### config.mk
export PLATFORM = sky130hd
export DESIGN_NAME = power_mode_reset_ctrl
export DESIGN_NICKNAME = d
export VERILOG_FILES = /design/src/power_mode_reset_pkg.sv /design/src/power_mode_reset_ctrl.sv
export SDC_FILE = /design/constraint.sdc
export NUM_CORES = 1
export LEC_CHECK = 0
export BUFFER_PORTS_ARGS = -buffer_cell sky130_fd_sc_hd__buf_2
export CAP_MARGIN = 20
export CORE_AREA = 3 3 105 107
export DETAILED_ROUTE_END_ITERATION = 8
export DIE_AREA = 0 0 108 110
export HOLD_SLACK_MARGIN = 0.05
export PLACE_DENSITY = 0.83
export RECOVER_POWER = 25
export SETUP_SLACK_MARGIN = 0.15
export SLEW_MARGIN = 30
export SYNTH_ARGS = -nofsm -noshare
export SYNTH_HDL_FRONTEND = slang
export SYNTH_SLANG_ARGS = --single-unit
### constraint.sdc
create_clock -name core_clk -period 6.45 [get_ports core_clk]
set_clock_uncertainty 0.2 [all_clocks]
set_input_delay 0 -clock core_clk [delete_from_list [all_inputs] [get_ports core_clk]]
set_output_delay 0 -clock core_clk [all_outputs]
set_load 0.05 [all_outputs]
### src/power_mode_reset_pkg.sv
package power_mode_reset_pkg;

  // Register byte offsets on the APB window
  localparam logic [11:0] OFS_CONST_LAT_TASK = 12'h078;
  localparam logic [11:0] OFS_LOW_POWER_TASK = 12'h07C;
  localparam logic [11:0] OFS_PWR_FAIL_EVENT = 12'h108;
  localparam logic [11:0] OFS_RESET_REASON = 12'h400;
  localparam logic [11:0] OFS_OFF_MODE_REQ = 12'h500;
  localparam logic [11:0] OFS_PWR_FAIL_CFG = 12'h510;
  localparam logic [11:0] OFS_RESET_PIN_SEL = 12'h530;
  localparam logic [11:0] OFS_SWITCH_REG_EN = 12'h578;
  localparam logic [11:0] OFS_STATUS = 12'h600;
  localparam logic [11:0] OFS_RAM_BASE = 12'h900;
  localparam logic [11:0] OFS_RAM_STRIDE = 12'h010;
  localparam logic [11:0] OFS_RAM_SET = 12'h004;
  localparam logic [11:0] OFS_RAM_CLR = 12'h008;

  // RAM sections and their power register layout
  localparam int RAM_SECTIONS = 3;
  localparam int RAM_POWER_BIT = 0;
  localparam int RAM_RETAIN_BIT = 16;
  localparam logic [31:0] RAM_REG_MASK = 32'h0001_0001;
  localparam logic [31:0] RAM_REG_RESET = 32'h0001_0001;

  // Reset reason bit positions
  localparam int RR_PIN = 0;
  localparam int RR_WATCHDOG = 1;
  localparam int RR_SOFT = 2;
  localparam int RR_WAKE_OFF = 3;
  localparam int RR_WIDTH = 4;

  // Power-fail comparator configuration fields
  localparam int PF_ENABLE_BIT = 0;
  localparam int PF_THR_LSB = 1;
  localparam int PF_THR_WIDTH = 4;
  localparam logic [3:0] PF_THR_RESET = 4'h0;

  // Reset pin select fields; bit 31 set means disconnected
  localparam int PIN_SEL_WIDTH = 5;
  localparam int PIN_DISCONNECT_BIT = 31;
  localparam logic [31:0] PIN_SEL_RESET = 32'hFFFF_FFFF;
  localparam logic [31:0] PIN_RESET_CAPABLE = 32'h0000_FFFF;

  // Status register fields
  localparam int ST_CONST_LAT = 0;
  localparam int ST_OFF_EMUL = 1;
  localparam int ST_PF_ACTIVE = 2;
  localparam int ST_SWITCH_REG = 3;

  // Length of an internally generated reset pulse
  localparam int CLK_PERIOD_NS = 10;
  localparam int RESET_PULSE_NS = 1000;
  localparam int RESET_CYCLES = (RESET_PULSE_NS + CLK_PERIOD_NS - 1) / CLK_PERIOD_NS;
  localparam int RESET_CNT_WIDTH = 8;

  // Global power states, one-hot
  typedef enum logic [2:0] {
    PS_ON = 3'b001,
    PS_OFF = 3'b010,
    PS_OFF_EMUL = 3'b100
  } pwr_state_e;

endpackage

### src/power_mode_reset_ctrl.sv
`timescale 1ns/10ps
// Overview of operation
// - Linear regulator after reset; switching regulator only once software enables it.
// - Off-mode write powers core down and terminates every running task.
// - Off state wakes only on pin detect or a reset.
// - Wakeup from off is a device reset and sets its reset-reason bit.
// - RAM section power registers survive off state and ordinary resets.
// - In debug mode the off request is emulated; everything stays powered.
// - After power-on reset the device is in the on state.
// - Reset or wake cause is readable in the reset-reason register.
// - Constant-latency task selects sub-mode keeping base resources on in sleep.
// - Low-power task selects automatic, most efficient supply sub-mode.
// - On entry the sub-mode is low-power; sub-mode matters only when all idle.
// - Enabled comparator raises warning on fall, at enable, or on threshold raise.
// - Enabled and below threshold blocks flash writes; never resets the system.
// - Comparator inactive in off state and while the fast clock is stopped.
// - Powered section is accessible and retained outside off state; otherwise retained only if retention set.
// - Power-on reset held until supply is valid and regulators started.
// - Selected reset pin resets the device; only capable pins may serve.
// - Wake from off in debug mode leaves the debug access port out of reset.
// - Soft reset from core reset request bit or control access port write.
// - Watchdog timeout and brownout both reset the device.
// - Brownout or power-on clears reset reason; other resets leave it.
module power_mode_reset_ctrl
  import power_mode_reset_pkg::*;
(
  input wire logic core_clk,
  input wire logic rstn,
  input wire logic ce,
  input wire logic [11:0] paddr,
  input wire logic psel,
  input wire logic penable,
  input wire logic pwrite,
  input wire logic [31:0] pwdata,
  output logic [31:0] prdata,
  output logic pready,
  output logic pslverr,
  input wire logic supplyAtMinimum,
  input wire logic regulatorsStarted,
  input wire logic brownoutDetect,
  input wire logic watchdogTimeout,
  input wire logic systemResetRequestBit,
  input wire logic controlAccessPortReset,
  input wire logic wakeDetect,
  input wire logic [31:0] gpioIn,
  input wire logic debugMode,
  input wire logic highFrequencyClockRunning,
  input wire logic supplyBelowThreshold,
  input wire logic cpuIdle,
  input wire logic peripheralsIdle,
  output logic systemReset,
  output logic debugAccessPortReset,
  output logic switchingRegulatorSelect,
  output logic coreOff,
  output logic terminateTasks,
  output logic constantLatencyActive,
  output logic powerFailWarningEvent,
  output logic [PF_THR_WIDTH-1:0] powerFailThreshold,
  output logic nonvolatileWriteBlock,
  output logic [RAM_SECTIONS-1:0] ramAccessible,
  output logic [RAM_SECTIONS-1:0] ramRetained
);

  ////////////////////////////////////////////////////////////////////////////////
  // Declarations

  pwr_state_e pwrState_reg;
  pwr_state_e pwrState_next;
  logic [RESET_CNT_WIDTH-1:0] resetCnt_reg;
  logic dbgInReset_reg;
  logic [RR_WIDTH-1:0] resetReason_reg;
  logic switchEn_reg;
  logic pfEnable_reg;
  logic [PF_THR_WIDTH-1:0] pfThreshold_reg;
  logic constant_latency_task_reg;
  logic pfEvent_reg;
  logic pfPulse_reg;
  logic pfWarnPrev_reg;
  logic terminate_reg;
  logic [31:0] pinSel_reg;
  logic [31:0] ramPower_reg [RAM_SECTIONS];
  logic [31:0] prdata_reg;
  logic setupPhase;
  logic wrAccess;
  logic porHold;
  logic resetBusy;
  logic pinReset;
  logic watchdogTrig;
  logic softTrig;
  logic wakeTrig;
  logic anyTrig;
  logic offWrite;
  logic pfActive;
  logic pfWarn;
  logic [RAM_SECTIONS-1:0] ramHit;
  logic addrMapped;
  logic [31:0] readMux;

  ////////////////////////////////////////////////////////////////////////////////
  // Bus decode; zero wait states, the answer comes in the access cycle

  assign setupPhase = ce && psel && !penable;
  assign wrAccess = ce && psel && penable && pwrite;
  assign pready = ce && psel && penable;
  assign prdata = prdata_reg;

  // Read mux, also used to flag unmapped addresses
  always_comb begin
    readMux = 32'h0000_0000;
    addrMapped = 1'b1;
    ramHit = '0;
    for (int i = 0; i < RAM_SECTIONS; i++) begin
      if (paddr == OFS_RAM_BASE + 12'(i) * OFS_RAM_STRIDE) begin
        ramHit[i] = 1'b1;
      end
    end
    unique case (paddr)
      OFS_CONST_LAT_TASK, OFS_LOW_POWER_TASK, OFS_OFF_MODE_REQ: readMux = 32'h0000_0000;
      OFS_PWR_FAIL_EVENT: readMux = {31'h0, pfEvent_reg};
      OFS_RESET_REASON: readMux = {{(32 - RR_WIDTH){1'b0}}, resetReason_reg};
      OFS_PWR_FAIL_CFG: readMux = {27'h0, pfThreshold_reg, pfEnable_reg};
      OFS_RESET_PIN_SEL: readMux = pinSel_reg;
      OFS_SWITCH_REG_EN: readMux = {31'h0, switchEn_reg};
      OFS_STATUS: readMux = {28'h0, switchEn_reg, pfActive,
                             pwrState_reg == PS_OFF_EMUL, constant_latency_task_reg};
      default: begin
        addrMapped = 1'b0;
        for (int i = 0; i < RAM_SECTIONS; i++) begin
          for (int k = 0; k < 3; k++) begin
            if (paddr == OFS_RAM_BASE + 12'(i) * OFS_RAM_STRIDE + 12'(k * 4)) begin
              addrMapped = 1'b1;
              readMux = ramPower_reg[i];
            end
          end
        end
      end
    endcase
  end

  assign pslverr = pready && !addrMapped;

  // Read data captured in the setup cycle so it stands from a flip-flop
  always_ff @(posedge core_clk or negedge rstn) begin
    if (!rstn) begin
      prdata_reg <= 32'h0000_0000;
    end else if (setupPhase && !pwrite) begin
      prdata_reg <= readMux;
    end
  end

  ////////////////////////////////////////////////////////////////////////////////
  // Reset sources

  // Power-on hold until supply and regulators are good
  assign porHold = !(supplyAtMinimum && regulatorsStarted);
  assign pinReset = !pinSel_reg[PIN_DISCONNECT_BIT]
                    && PIN_RESET_CAPABLE[pinSel_reg[PIN_SEL_WIDTH-1:0]]
                    && !gpioIn[pinSel_reg[PIN_SEL_WIDTH-1:0]];
  // Watchdog is not running in the off state
  assign watchdogTrig = watchdogTimeout && pwrState_reg != PS_OFF;
  assign softTrig = systemResetRequestBit || controlAccessPortReset;
  // Only the detect line wakes; a pin reset wakes through its own path
  assign wakeTrig = wakeDetect && pwrState_reg != PS_ON;
  assign anyTrig = pinReset || watchdogTrig || softTrig || wakeTrig;
  assign resetBusy = resetCnt_reg != '0;
  assign systemReset = porHold || brownoutDetect || resetBusy;
  // Debug port stays out of soft resets and debug-mode wakes
  assign debugAccessPortReset = porHold || brownoutDetect || (resetBusy && dbgInReset_reg);

  // Pulse stretcher; a new trigger restarts the pulse
  always_ff @(posedge core_clk or negedge rstn) begin
    if (!rstn) begin
      resetCnt_reg <= '0;
    end else if (ce) begin
      if (anyTrig) begin
        resetCnt_reg <= RESET_CNT_WIDTH'(RESET_CYCLES);
      end else if (resetBusy) begin
        resetCnt_reg <= resetCnt_reg - 1'b1;
      end
    end
  end

  // Whether the running pulse also resets the debug port
  always_ff @(posedge core_clk or negedge rstn) begin
    if (!rstn) begin
      dbgInReset_reg <= 1'b0;
    end else if (ce && anyTrig) begin
      dbgInReset_reg <= pinReset || watchdogTrig || (wakeTrig && !debugMode);
    end
  end

  // Reset reason: set wins over write-one-to-clear
  always_ff @(posedge core_clk or negedge rstn) begin
    if (!rstn) begin
      resetReason_reg <= '0;
    end else if (ce) begin
      if (porHold || brownoutDetect) begin
        resetReason_reg <= '0;
      end else begin
        for (int b = 0; b < RR_WIDTH; b++) begin
          if (wrAccess && paddr == OFS_RESET_REASON && pwdata[b]) begin
            resetReason_reg[b] <= 1'b0;
          end
        end
        if (pinReset) begin
          resetReason_reg[RR_PIN] <= 1'b1;
        end
        if (watchdogTrig) begin
          resetReason_reg[RR_WATCHDOG] <= 1'b1;
        end
        if (softTrig) begin
          resetReason_reg[RR_SOFT] <= 1'b1;
        end
        if (wakeTrig) begin
          resetReason_reg[RR_WAKE_OFF] <= 1'b1;
        end
      end
    end
  end

  // Pin select survives functional resets
  always_ff @(posedge core_clk or negedge rstn) begin
    if (!rstn) begin
      pinSel_reg <= PIN_SEL_RESET;
    end else if (ce) begin
      if (brownoutDetect) begin
        pinSel_reg <= PIN_SEL_RESET;
      end else if (wrAccess && paddr == OFS_RESET_PIN_SEL) begin
        pinSel_reg <= pwdata;
      end
    end
  end

  ////////////////////////////////////////////////////////////////////////////////
  // Global power state

  assign offWrite = wrAccess && paddr == OFS_OFF_MODE_REQ && pwdata[0];

  always_comb begin
    pwrState_next = pwrState_reg;
    unique case (pwrState_reg)
      PS_ON: begin
        if (offWrite) begin
          pwrState_next = debugMode ? PS_OFF_EMUL : PS_OFF;
        end
      end
      PS_OFF, PS_OFF_EMUL: begin
        pwrState_next = pwrState_reg; // Left only through a reset
      end
      default: pwrState_next = PS_ON;
    endcase
  end

  // Any reset returns to the on state
  always_ff @(posedge core_clk or negedge rstn) begin
    if (!rstn) begin
      pwrState_reg <= PS_ON;
    end else if (ce) begin
      pwrState_reg <= (systemReset || anyTrig) ? PS_ON : pwrState_next;
    end
  end

  // One-cycle abort strobe to all task logic on real off entry
  always_ff @(posedge core_clk or negedge rstn) begin
    if (!rstn) begin
      terminate_reg <= 1'b0;
    end else if (ce) begin
      terminate_reg <= pwrState_reg == PS_ON && pwrState_next == PS_OFF && !systemReset
                       && !anyTrig;
    end
  end

  assign coreOff = pwrState_reg == PS_OFF;
  assign terminateTasks = terminate_reg;

  ////////////////////////////////////////////////////////////////////////////////
  // Regulator select and sub-modes

  always_ff @(posedge core_clk or negedge rstn) begin
    if (!rstn) begin
      switchEn_reg <= 1'b0;
    end else if (ce) begin
      if (systemReset) begin
        switchEn_reg <= 1'b0;
      end else if (wrAccess && paddr == OFS_SWITCH_REG_EN) begin
        switchEn_reg <= pwdata[0];
      end
    end
  end

  assign switchingRegulatorSelect = switchEn_reg;

  // Low-power is the default on every on-state entry
  always_ff @(posedge core_clk or negedge rstn) begin
    if (!rstn) begin
      constant_latency_task_reg <= 1'b0;
    end else if (ce) begin
      if (systemReset) begin
        constant_latency_task_reg <= 1'b0;
      end else if (wrAccess && paddr == OFS_CONST_LAT_TASK && pwdata[0]) begin
        constant_latency_task_reg <= 1'b1;
      end else if (wrAccess && paddr == OFS_LOW_POWER_TASK && pwdata[0]) begin
        constant_latency_task_reg <= 1'b0;
      end
    end
  end

  // Sub-mode only shows while everything sleeps
  assign constantLatencyActive = constant_latency_task_reg && cpuIdle && peripheralsIdle;

  ////////////////////////////////////////////////////////////////////////////////
  // Power-fail comparator

  always_ff @(posedge core_clk or negedge rstn) begin
    if (!rstn) begin
      pfEnable_reg <= 1'b0;
      pfThreshold_reg <= PF_THR_RESET;
    end else if (ce) begin
      if (systemReset) begin
        pfEnable_reg <= 1'b0;
        pfThreshold_reg <= PF_THR_RESET;
      end else if (wrAccess && paddr == OFS_PWR_FAIL_CFG) begin
        pfEnable_reg <= pwdata[PF_ENABLE_BIT];
        pfThreshold_reg <= pwdata[PF_THR_LSB +: PF_THR_WIDTH];
      end
    end
  end

  assign powerFailThreshold = pfThreshold_reg;
  // Saves power: comparator sleeps when off or fast clock stopped
  assign pfActive = pfEnable_reg && pwrState_reg != PS_OFF && highFrequencyClockRunning;
  assign pfWarn = pfActive && supplyBelowThreshold;
  // Blocks flash writes only; this path never feeds a reset
  assign nonvolatileWriteBlock = pfWarn;

  // Rising warning covers a fall, enabling while low and raising the threshold
  always_ff @(posedge core_clk or negedge rstn) begin
    if (!rstn) begin
      pfWarnPrev_reg <= 1'b0;
      pfPulse_reg <= 1'b0;
    end else if (ce) begin
      pfWarnPrev_reg <= pfWarn;
      pfPulse_reg <= pfWarn && !pfWarnPrev_reg;
    end
  end

  // Sticky event flag; software writes zero to clear, a new event wins
  always_ff @(posedge core_clk or negedge rstn) begin
    if (!rstn) begin
      pfEvent_reg <= 1'b0;
    end else if (ce) begin
      if (systemReset) begin
        pfEvent_reg <= 1'b0;
      end else if (pfWarn && !pfWarnPrev_reg) begin
        pfEvent_reg <= 1'b1;
      end else if (wrAccess && paddr == OFS_PWR_FAIL_EVENT && !pwdata[0]) begin
        pfEvent_reg <= 1'b0;
      end
    end
  end

  assign powerFailWarningEvent = pfPulse_reg;

  ////////////////////////////////////////////////////////////////////////////////
  // RAM section power; cleared only by power-on or brownout

  for (genvar g = 0; g < RAM_SECTIONS; g++) begin : g_ram
    always_ff @(posedge core_clk or negedge rstn) begin
      if (!rstn) begin
        ramPower_reg[g] <= RAM_REG_RESET;
      end else if (ce) begin
        if (brownoutDetect) begin
          ramPower_reg[g] <= RAM_REG_RESET;
        end else if (wrAccess && ramHit[g]) begin
          ramPower_reg[g] <= pwdata & RAM_REG_MASK;
        end else if (wrAccess && paddr == OFS_RAM_BASE + 12'(g) * OFS_RAM_STRIDE + OFS_RAM_SET) begin
          ramPower_reg[g] <= ramPower_reg[g] | (pwdata & RAM_REG_MASK);
        end else if (wrAccess && paddr == OFS_RAM_BASE + 12'(g) * OFS_RAM_STRIDE + OFS_RAM_CLR) begin
          ramPower_reg[g] <= ramPower_reg[g] & ~(pwdata & RAM_REG_MASK);
        end
      end
    end
    assign ramAccessible[g] = ramPower_reg[g][RAM_POWER_BIT] && !coreOff;
    assign ramRetained[g] = ramAccessible[g] || ramPower_reg[g][RAM_RETAIN_BIT];
  end
endmodule

Word-level counts from Yosys, hierarchy flattened
Memories as Yosys holds them, arrays and structs flattened.
Index checks and enable logic that the tools add are counted.
{ "word_totals": {"mem_count": 1, "out_inout_bits": 52, "elab_cells": 225, "mem_bits_ro": 32, "input_bits": 94, "register_bits": 187} }
{ "classes": {"muxes": 66, "n_addsub": 1, "reduce_logical": 105, "bitwise": 7, "n_eq_ne": 24, "order_cmp": 1} }
{ "memory_table": {"columns": ["memory", "words", "width", "rd", "rd_ports_with_merged_regs", "write_ports", "line_no", "rtl"], "rows": [
  ["(name not given)", 32, 1, 1, 0, 0, "power_mode_reset_ctrl.sv:157", "&& PIN_RESET_CAPABLE[pinSel_reg[PIN_SEL_WIDTH-1:0]]"]
]} }
{ "ops": {"columns": ["cell", "n"], "rows": [
  ["$mux W32", 23],
  ["$pmux W32 S7", 1],
  ["$eq A12 B12 Y1 const B", 9],
  ["$and A32 B32 Y32", 3],
  ["$or A32 B17 Y32", 3],
  ["$eq A12 B11 Y1 const B", 6],
  ["$logic_and A1 B1 Y1", 51],
  ["$mux W1", 32],
  ["$not A17 Y32", 1],
  ["$reduce_and A2 Y1", 13],
  ["$eq A12 B7 Y1 const B", 2],
  ["$reduce_bool A3 Y1", 6],
  ["$mux W8", 2],
  ["$eq A12 B9 Y1 const B", 1],
  ["$logic_not A1 Y1", 12],
  ["$logic_or A1 B1 Y1", 12],
  ["$mux W4", 3],
  ["$reduce_bool A4 Y1", 3],
  ["$mux W3", 3],
  ["$reduce_or A9 Y1", 1],
  ["$reduce_bool A2 Y1", 4],
  ["$reduce_bool A8 Y1", 1],
  ["$sub A8 B1 Y8 const B", 1],
  ["$eq A3 B2 Y1 const B", 2],
  ["other kinds (9)", 9]
]} }

Logic depth before layout (Yosys ltp)
Gate-level depths: netlist of the first run.
{ "logic_depth": {"ltp_word": 13, "mapped_depth": 9} }

Least setup slack after synthesis of the first run
Ideal clock, no wire load.
{ "synth_path": {"path_type": "input port to output port", "startpoint": "in paddr[9]", "endpoint": "out pslverr", "t_arrival_ps": 2629, "path_buffers": 1, "path_slack_ps": 3621, "stages": 6, "required_ps": 6250, "cell_sequence": "clkbuf_1 > nor2b_1 > and4_1 > nor2b_1 > a32o_1 > nor4b_1"} }
{ "synth_between": {"elab_chain_cells": 13, "word_cells_on_any_way": 31, "classes_between": "eq/ne (18); mux (10); reduce/logical (3)"} }
{ "synth_lines": {"columns": ["item", "line_no", "rtl"], "rows": [
  ["start: declaration", "power_mode_reset_ctrl.sv:30", "input wire logic [11:0] paddr,"],
  ["$eq A12 B12 Y1", "power_mode_reset_ctrl.sv:130", "if (paddr == OFS_RAM_BASE + 12'(i) * OFS_RAM_STRIDE + 12'(k * 4)) begin"],
  ["$mux W1 (9 in series)", "power_mode_reset_ctrl.sv:130", null],
  ["$mux W1 (*)", "power_mode_reset_ctrl.sv:117", "unique case (paddr)"],
  ["$logic_not A1 Y1 (*)", "power_mode_reset_ctrl.sv:140", "assign pslverr = pready && !addrMapped;"],
  ["$logic_and A1 B1 Y1 (*)", "power_mode_reset_ctrl.sv:140", null],
  ["end: declaration", "power_mode_reset_ctrl.sv:37", "output logic pslverr,"]
]} }
Mark *: on every way between the ends. The rest lies on a longest branch, timed or not.

Worst setup path after layout of the first run
{ "layout_path": {"startpoint": "in ce", "endpoint": "reg ramPower_reg[48] in the netlist's numbering"} }
{ "layout_between": {"elab_chain_cells": 7, "word_cells_on_any_way": 11, "classes_between": "mux (3); reduce/logical (8)"} }
{ "layout_lines": {"columns": ["item", "line_no", "rtl"], "rows": [
  ["start: declaration", "power_mode_reset_ctrl.sv:29", "input wire logic ce,"],
  ["$logic_and A1 B1 Y1 (3 in series)", "power_mode_reset_ctrl.sv:103", "assign wrAccess = ce && psel && penable && pwrite;"],
  ["$logic_and A1 B1 Y1", "power_mode_reset_ctrl.sv:376", "end else if (wrAccess && paddr == OFS_RAM_BASE + 12'(g) * OFS_RAM_STRIDE + OFS_RAM_SET) begin"],
  ["$mux W32", "power_mode_reset_ctrl.sv:376", null],
  ["$mux W32", "power_mode_reset_ctrl.sv:374", "end else if (wrAccess && ramHit[g]) begin"],
  ["$mux W32", "power_mode_reset_ctrl.sv:372", "if (brownoutDetect) begin"],
  ["end signal: indexed assignment", "power_mode_reset_ctrl.sv:375", "ramPower_reg[g] <= pwdata & RAM_REG_MASK;"],
  ["end signal: indexed assignment", "power_mode_reset_ctrl.sv:377", "ramPower_reg[g] <= ramPower_reg[g] | (pwdata & RAM_REG_MASK);"],
  ["end signal: indexed assignment", "power_mode_reset_ctrl.sv:379", "ramPower_reg[g] <= ramPower_reg[g] & ~(pwdata & RAM_REG_MASK);"],
  ["end: declaration", "power_mode_reset_ctrl.sv:81", "logic [31:0] ramPower_reg [RAM_SECTIONS];"]
]} }
Parallel ways exist; a longest one is shown, timed or not.
A chain may end at the register's enable or synchronous reset.

==> results of run 1 <==
## Yosys cell counts, drive strengths merged (5+ instances only)
cell	count
nand2	80
dfstp	39
a22oi	6
and2	9
o21ai	62
nor2	84
nor3	14
a21oi	58
dfrtp	58
or2	5
clkbuf	19
inv	18
nor4	5
buf	12
mux2i	11
nor2b	6
nand2b	6
nand3	15
## metal layers
metal | share of wire | global-route usage | routed length (µm) | vias to the layer above
met5 | 0 | 0 | 0 | -
met1 | 0.39 | 0.326 | 6020 | 2518
met4 | 0.042 | 0.117 | 654 | 0
li1 | - | - | - | 2423
met3 | 0.069 | 0.0454 | 1080 | 59
met2 | 0.50 | 0.475 | 7850 | 269
## power by group through the flow
stage	registers (mW)	logic (mW)	clock network [mW]
finish	0.690	0.229	0.429
detailed placement	0.699	0.184	0
global placement	0.696	0.178	0
CTS	0.688	0.225	0.437
global route	0.695	0.252	0.465
floorplan	0.697	0.113	0
## final timing paths
kind / end / cells after the start / startpoint / slack, ns
max: ramPower_reg[48] / 10 / ce / 2.97
min: constant_latency_task_reg / 5 / paddr[3] / 0.06
max reg2reg: pfEvent_reg / 7 / pwrState_reg[0] / 3.38
min reg2reg: prdata[10] / 2 / prdata[10] / 0.28
max in group asynchronous: prdata[30] / 4 / rstn / 4.09
min in group asynchronous: pinSel_reg[18] / 3 / rstn / 0.93
## worst max-delay path, cell delays in order
cell           delay [ns]
dlygate4sd3_1        0.52
buf_2                0.46
and3_1               0.28
nand2_1              0.21
nor4_1               0.48
dlygate4sd3_1        0.71
a21oi_1              0.09
o21ai_0              0.14
o21ai_0              0.10
dlygate4sd3_1        0.57
## stage by stage
step / setup WS, ns / util
2_1_floorplan: 3.62 / -
3_3_place_gp: 3.87 / 0.560
3_5_place_dp: 3.86 / 0.560
4_1_cts: 3.07 / 0.667
5_1_grt: 2.87 / 0.662
6_report: 2.97 / 0.662
## final cells by class
cell class | count | area [µm²]
multi-input combinational | 428 | 2340
inverter | 18 | 67.6
timing repair buffer | 220 | 1500
clock inverter | 7 | 95.1
sequential | 97 | 2480
fill | 858 | 3450
tap | 136 | 170
clock buffer | 9 | 124
## kinds of logic after synthesis
logic type | Yosys count
adder cells (fa/ha/maj) | 1
flip-flops | 97
buffers and inverters | 49
multiplexers | 15
AND/OR/NAND/NOR | 249
AO/OA/AOI/OAI | 163
==> out/metrics.cfg, run 1 <==
[global_route]
grt_pass1_vias=5360
grt_start_max_net_pins=78
antenna_found_initial=0
grt_pass1_wl_mm=25.3
overflow=0
grt_usage=0.269

[synth]
synth_top_family_by_area=simple AND/OR/NAND/NOR gates
synth.area.mux_share=0.0331
async_reset_ff_frac=1.00
synth_fp_nets=669
synth_top_cell_by_area=dfrtp_1
synth-compound-area-share=0.193
synth_top_area_share=0.289
synthFlopType=dfrtp_1
ys_seq_area_frac=0.493
yosys_warnings=0
yosys.area_share.simple=0.237
synth_xor_xnor_area_share=0
synth_edf_count=0
netlist_area_um2=5020
synth_top_cells_by_area=dfrtp_1 (29%), dfstp_2 (20%), nor2_1 (6.2%), o21ai_0 (6.1%), nand2_1 (6.0%)
synthDistinctLibCells=66
synth_cells=574
synthAdderAreaFrac=0.00249
avgSynthCellArea_um2=8.75
synth_seq_cells=97

[placed_design]
port_buffers=129
dp_cells=811
dpl_cell_area_um2=5730
gp_congestion=0.913
post-dp-hpwl_mm=9.76

[clocking]
cts_max_level=3
numCtsBuffers=9
cts_tree=built
cts_max_path_buffers=2
clock_latency_ns=0.37
clk_pin_slew_worst_paths_ns=0.11
cts_resized=0
post_cts_buffers=0
holdBufCountCts=88
cts-root-buf=clkbuf_8
clock_sinks=97

[drt]
routed-via-count=5269
wl_per_cell_um=17.1
drt-total-wl_mm=15.6
drc=0
antenna_left=0
firstDrtPassIters=6
via_per_inst=5.76
drtIter0Drc=380

[pwr]
swShare=0.294
fin_total_pwr_mw=1.35
combPwrFrac=0.170
power_frac_seq=0.512
worst_ir_drop_vdd_mv=0.113
cellPowerDensity_nw_per_um2=199
p_int_uw=952
power_switching_uw=397
clkPwrFrac=0.318
p_leak_nw=2.85

[floorplan]
start_util=0.491
rows=37
core_um2=10200
io_pins=146
die_y_um=110
die_area_um2=11900
fp.dieW_um=108

[cells_and_area]
final_cells=915
n_antenna_cell=0
fin_area_um2=6780
num-nets-final=869
most-common-layout-cells=dlygate4sd3_1 (88), buf_2 (88), nor2_1 (83)
area_growth_pct=34.9
final_layout_size_suffix_gt1_frac=0.214

[sta]
tightest_slew_ns=0.816
clock.fmax_ghz=0.287
setup_tns_ns=0
post-route-period-util=0.539
relSlewSlack=0.456
slew_viol_final=0
period_minus_slack_ns=3.48
hold_slack_ns=0.0637
final_hold_viol_count=0
setup-violations-final=0
rsz0062_at_grt=no

[min_path]
min_path_type=in -> reg

[flow_run]
drv_cap=0

[status]
status=finished clean

[setup_path]
cp.arrival_ns=3.57
cp-end-kind=register
criticalPathCategory=in -> reg
path_max_fanout=33
cp_data_required_time_ns=6.54
start_kind=input pin

(Power assumes the default switching activity.)
==> inputs of run 2 (changes only) <==
Settings changed: ABC_AREA from default to 1, CORE_AREA 3 3 105 107 to 3 3 109 111, DIE_AREA 0 0 108 110 to 0 0 112 114, PLACE_DENSITY 0.83 to 0.82.
Clock period 6.45 ns to 3 ns, I/O delays scaled along.
==> out/metrics.cfg, run 2 <==
[status]
status=finished with violations
violations=capacitance limit, slew limit

[floorplan]
die_area_um2=12800
rows=38
core_um2=10900
start_util=0.471
io_pins=146
die_y_um=114
fp.dieW_um=112

[synth]
synth_top_cells_by_area=dfrtp_1 (28%), dfstp_2 (20%), nand2_1 (11%), o21ai_0 (9.9%), inv_1 (7.2%)
synth_edf_count=0
async_reset_ff_frac=1.00
synthTopCellsByCount=nand2_1 (148), o21ai_0 (102), inv_1 (98)
synth_top_cell_by_area=dfrtp_1
synth_fp_nets=757
ys_seq_area_frac=0.483
avgSynthCellArea_um2=7.75
synthFlopType=dfrtp_1
synth_seq_cells=97
yosys_warnings=0
netlist_area_um2=5130
synthDistinctLibCells=39
synth_cells=662
synth_top_area_share=0.283
synth.most_common_cell=nand2_1

[setup_path]
cp.arrival_ns=2.84
path_max_fanout=5
criticalPathCategory=in -> reg
cp_data_required_time_ns=3.10
r2r-end=pwrState_reg[1]
cp-end-kind=register
r2r_cells=11
start_kind=input pin
r2r_slack_ns=0.46
timing.rr.start=pinSel_reg[0]

[drt]
antenna_left=0
routed-via-count=5401
drtIter0Drc=423
via_per_inst=5.25
drc=0
firstDrtPassIters=5
drt-total-wl_mm=15.8
wl_per_cell_um=15.3

[clocking]
clock_latency_ns=0.37
clk_pin_slew_worst_paths_ns=0.11
post_cts_buffers=0
cts_max_path_buffers=2
cts_tree=built
numCtsBuffers=9
cts_max_level=3
clock_sinks=97
cts-root-buf=clkbuf_8

[sta]
period_minus_slack_ns=2.75
post-route-period-util=0.916
setup_tns_ns=0
final_hold_viol_count=0
hold_slack_ns=0.0940
slew_viol_final=26
clock.fmax_ghz=0.364
tightest_slew_ns=1.51
setup-violations-final=0
rsz0062_at_grt=yes
relSlewSlack=-0.00480

[placed_design]
post-dp-hpwl_mm=10.3
gp_congestion=0.916
dpl_cell_area_um2=5900
port_buffers=129

[cells_and_area]
area_growth_pct=38.1
num-nets-final=978
final_common_cell=nand2_1
final_layout_size_suffix_gt1_frac=0.250
fillCellCount=921
most-common-layout-cells=nand2_1 (147), buf_2 (129), o21ai_0 (102)
fin_area_um2=7080

[global_route]
overflow=0
grt_usage=0.252
grt_pass1_wl_mm=26.1
grt_pass1_vias=5302
antenna_found_initial=1
grt_start_max_net_pins=65

[flow_run]
drv_cap=1

[pwr]
cellPowerDensity_nw_per_um2=412
p_leak_nw=3.53
worst_ir_drop_vdd_mv=0.206

[min_path]
hold_depth=6
min_path_type=in -> reg
min_from=psel
hold_path_end=pfEvent_reg

## run 2: cell types whose count changed after synthesis, moves of 9 or more
cell,delta
nor2_1,-39
mux2i_1,-11
nand3_1,+39
o21ai_1,+12
o21ai_0,+41
and2_1,-9
inv_1,+80
clkbuf_1,-9
a21oi_1,-48
nand4_1,+10
nand2_1,+68
## run 2: through the flow
step,power [mW],setup WS [ns],utilization,cells
2_1_floorplan,1.81,0.756,-,662
3_3_place_gp,1.97,0.860,0.542,917
3_5_place_dp,1.98,0.768,0.542,917
4_1_cts,2.93,0.218,0.648,1028
5_1_grt,3.07,0.143,0.651,1029
6_report,2.92,0.253,0.651,1029
## run 2: worst max-delay path by stage
stage | from | to | slack (ns) | cells after the start
6_report | paddr[2] | ramPower_reg[48] | 0.25 | 10
5_1_grt | paddr[2] | prdata[3] | 0.14 | 11
4_1_cts | paddr[2] | prdata[3] | 0.22 | 11
3_5_place_dp | resetCnt_reg[0] | powerFailThreshold[0] | 0.77 | 10
3_3_place_gp | resetCnt_reg[0] | pfEnable_reg | 0.86 | 10
2_1_floorplan | pwrState_reg[0] | pfEvent_reg | 0.76 | 6
## run 2: layout make-up
| cell class | instances | area (µm²) | share of cell area |
|---|---|---|---|
| Antenna cell | 1 | 2.50 | 0.000353 |
| Clock buffer | 9 | 124 | 0.0175 |
| Tap cell | 140 | 175 | 0.0247 |
| Clock inverter | 7 | 75.1 | 0.0106 |
| Sequential cell | 97 | 2480 | 0.350 |
| Inverter | 103 | 390 | 0.0551 |
| Timing Repair Buffer | 230 | 1660 | 0.234 |
| Multi-Input combinational cell | 442 | 2190 | 0.309 |
## run 2: worst max-delay path, stage by stage
cell	delay [ns]
dlygate4sd3_1	0.54
buf_2	0.14
inv_1	0.19
nand3_4	0.13
dlygate4sd3_1	0.63
nor4_2	0.35
nor2_1	0.08
dlygate4sd3_1	0.56
o21ai_0	0.14
o31ai_1	0.09
## run 2: report_power, final
group	total [mW]	switching [mW]	internal, mW
logic	0.568	0.345	0.223
registers	1.49	0.0475	1.44
clock network	0.862	0.533	0.329
## run 2: layer usage
layer  vias up  GRT usage  share of wire
li1       2604          -              -
met1      2526      0.335           0.42
met2       221      0.408           0.48
met3        50     0.0414          0.062
met4         0      0.117          0.039
met5         -          0              0
## run 2: what timing repair did
action,CTS,global route
resized for setup,0,9
hold buffers,95,1
endpoints found under the setup margin,0,53
hold endpoints to repair,153,2
## run 2: kinds of logic after synthesis
group,synth area share
AO/OA/AOI/OAI,0.150
adder cells (fa/ha/maj),0.00244
XOR/XNOR,0.00853
AND/OR/NAND/NOR,0.260
buffers and inverters,0.0963
flip-flops,0.483
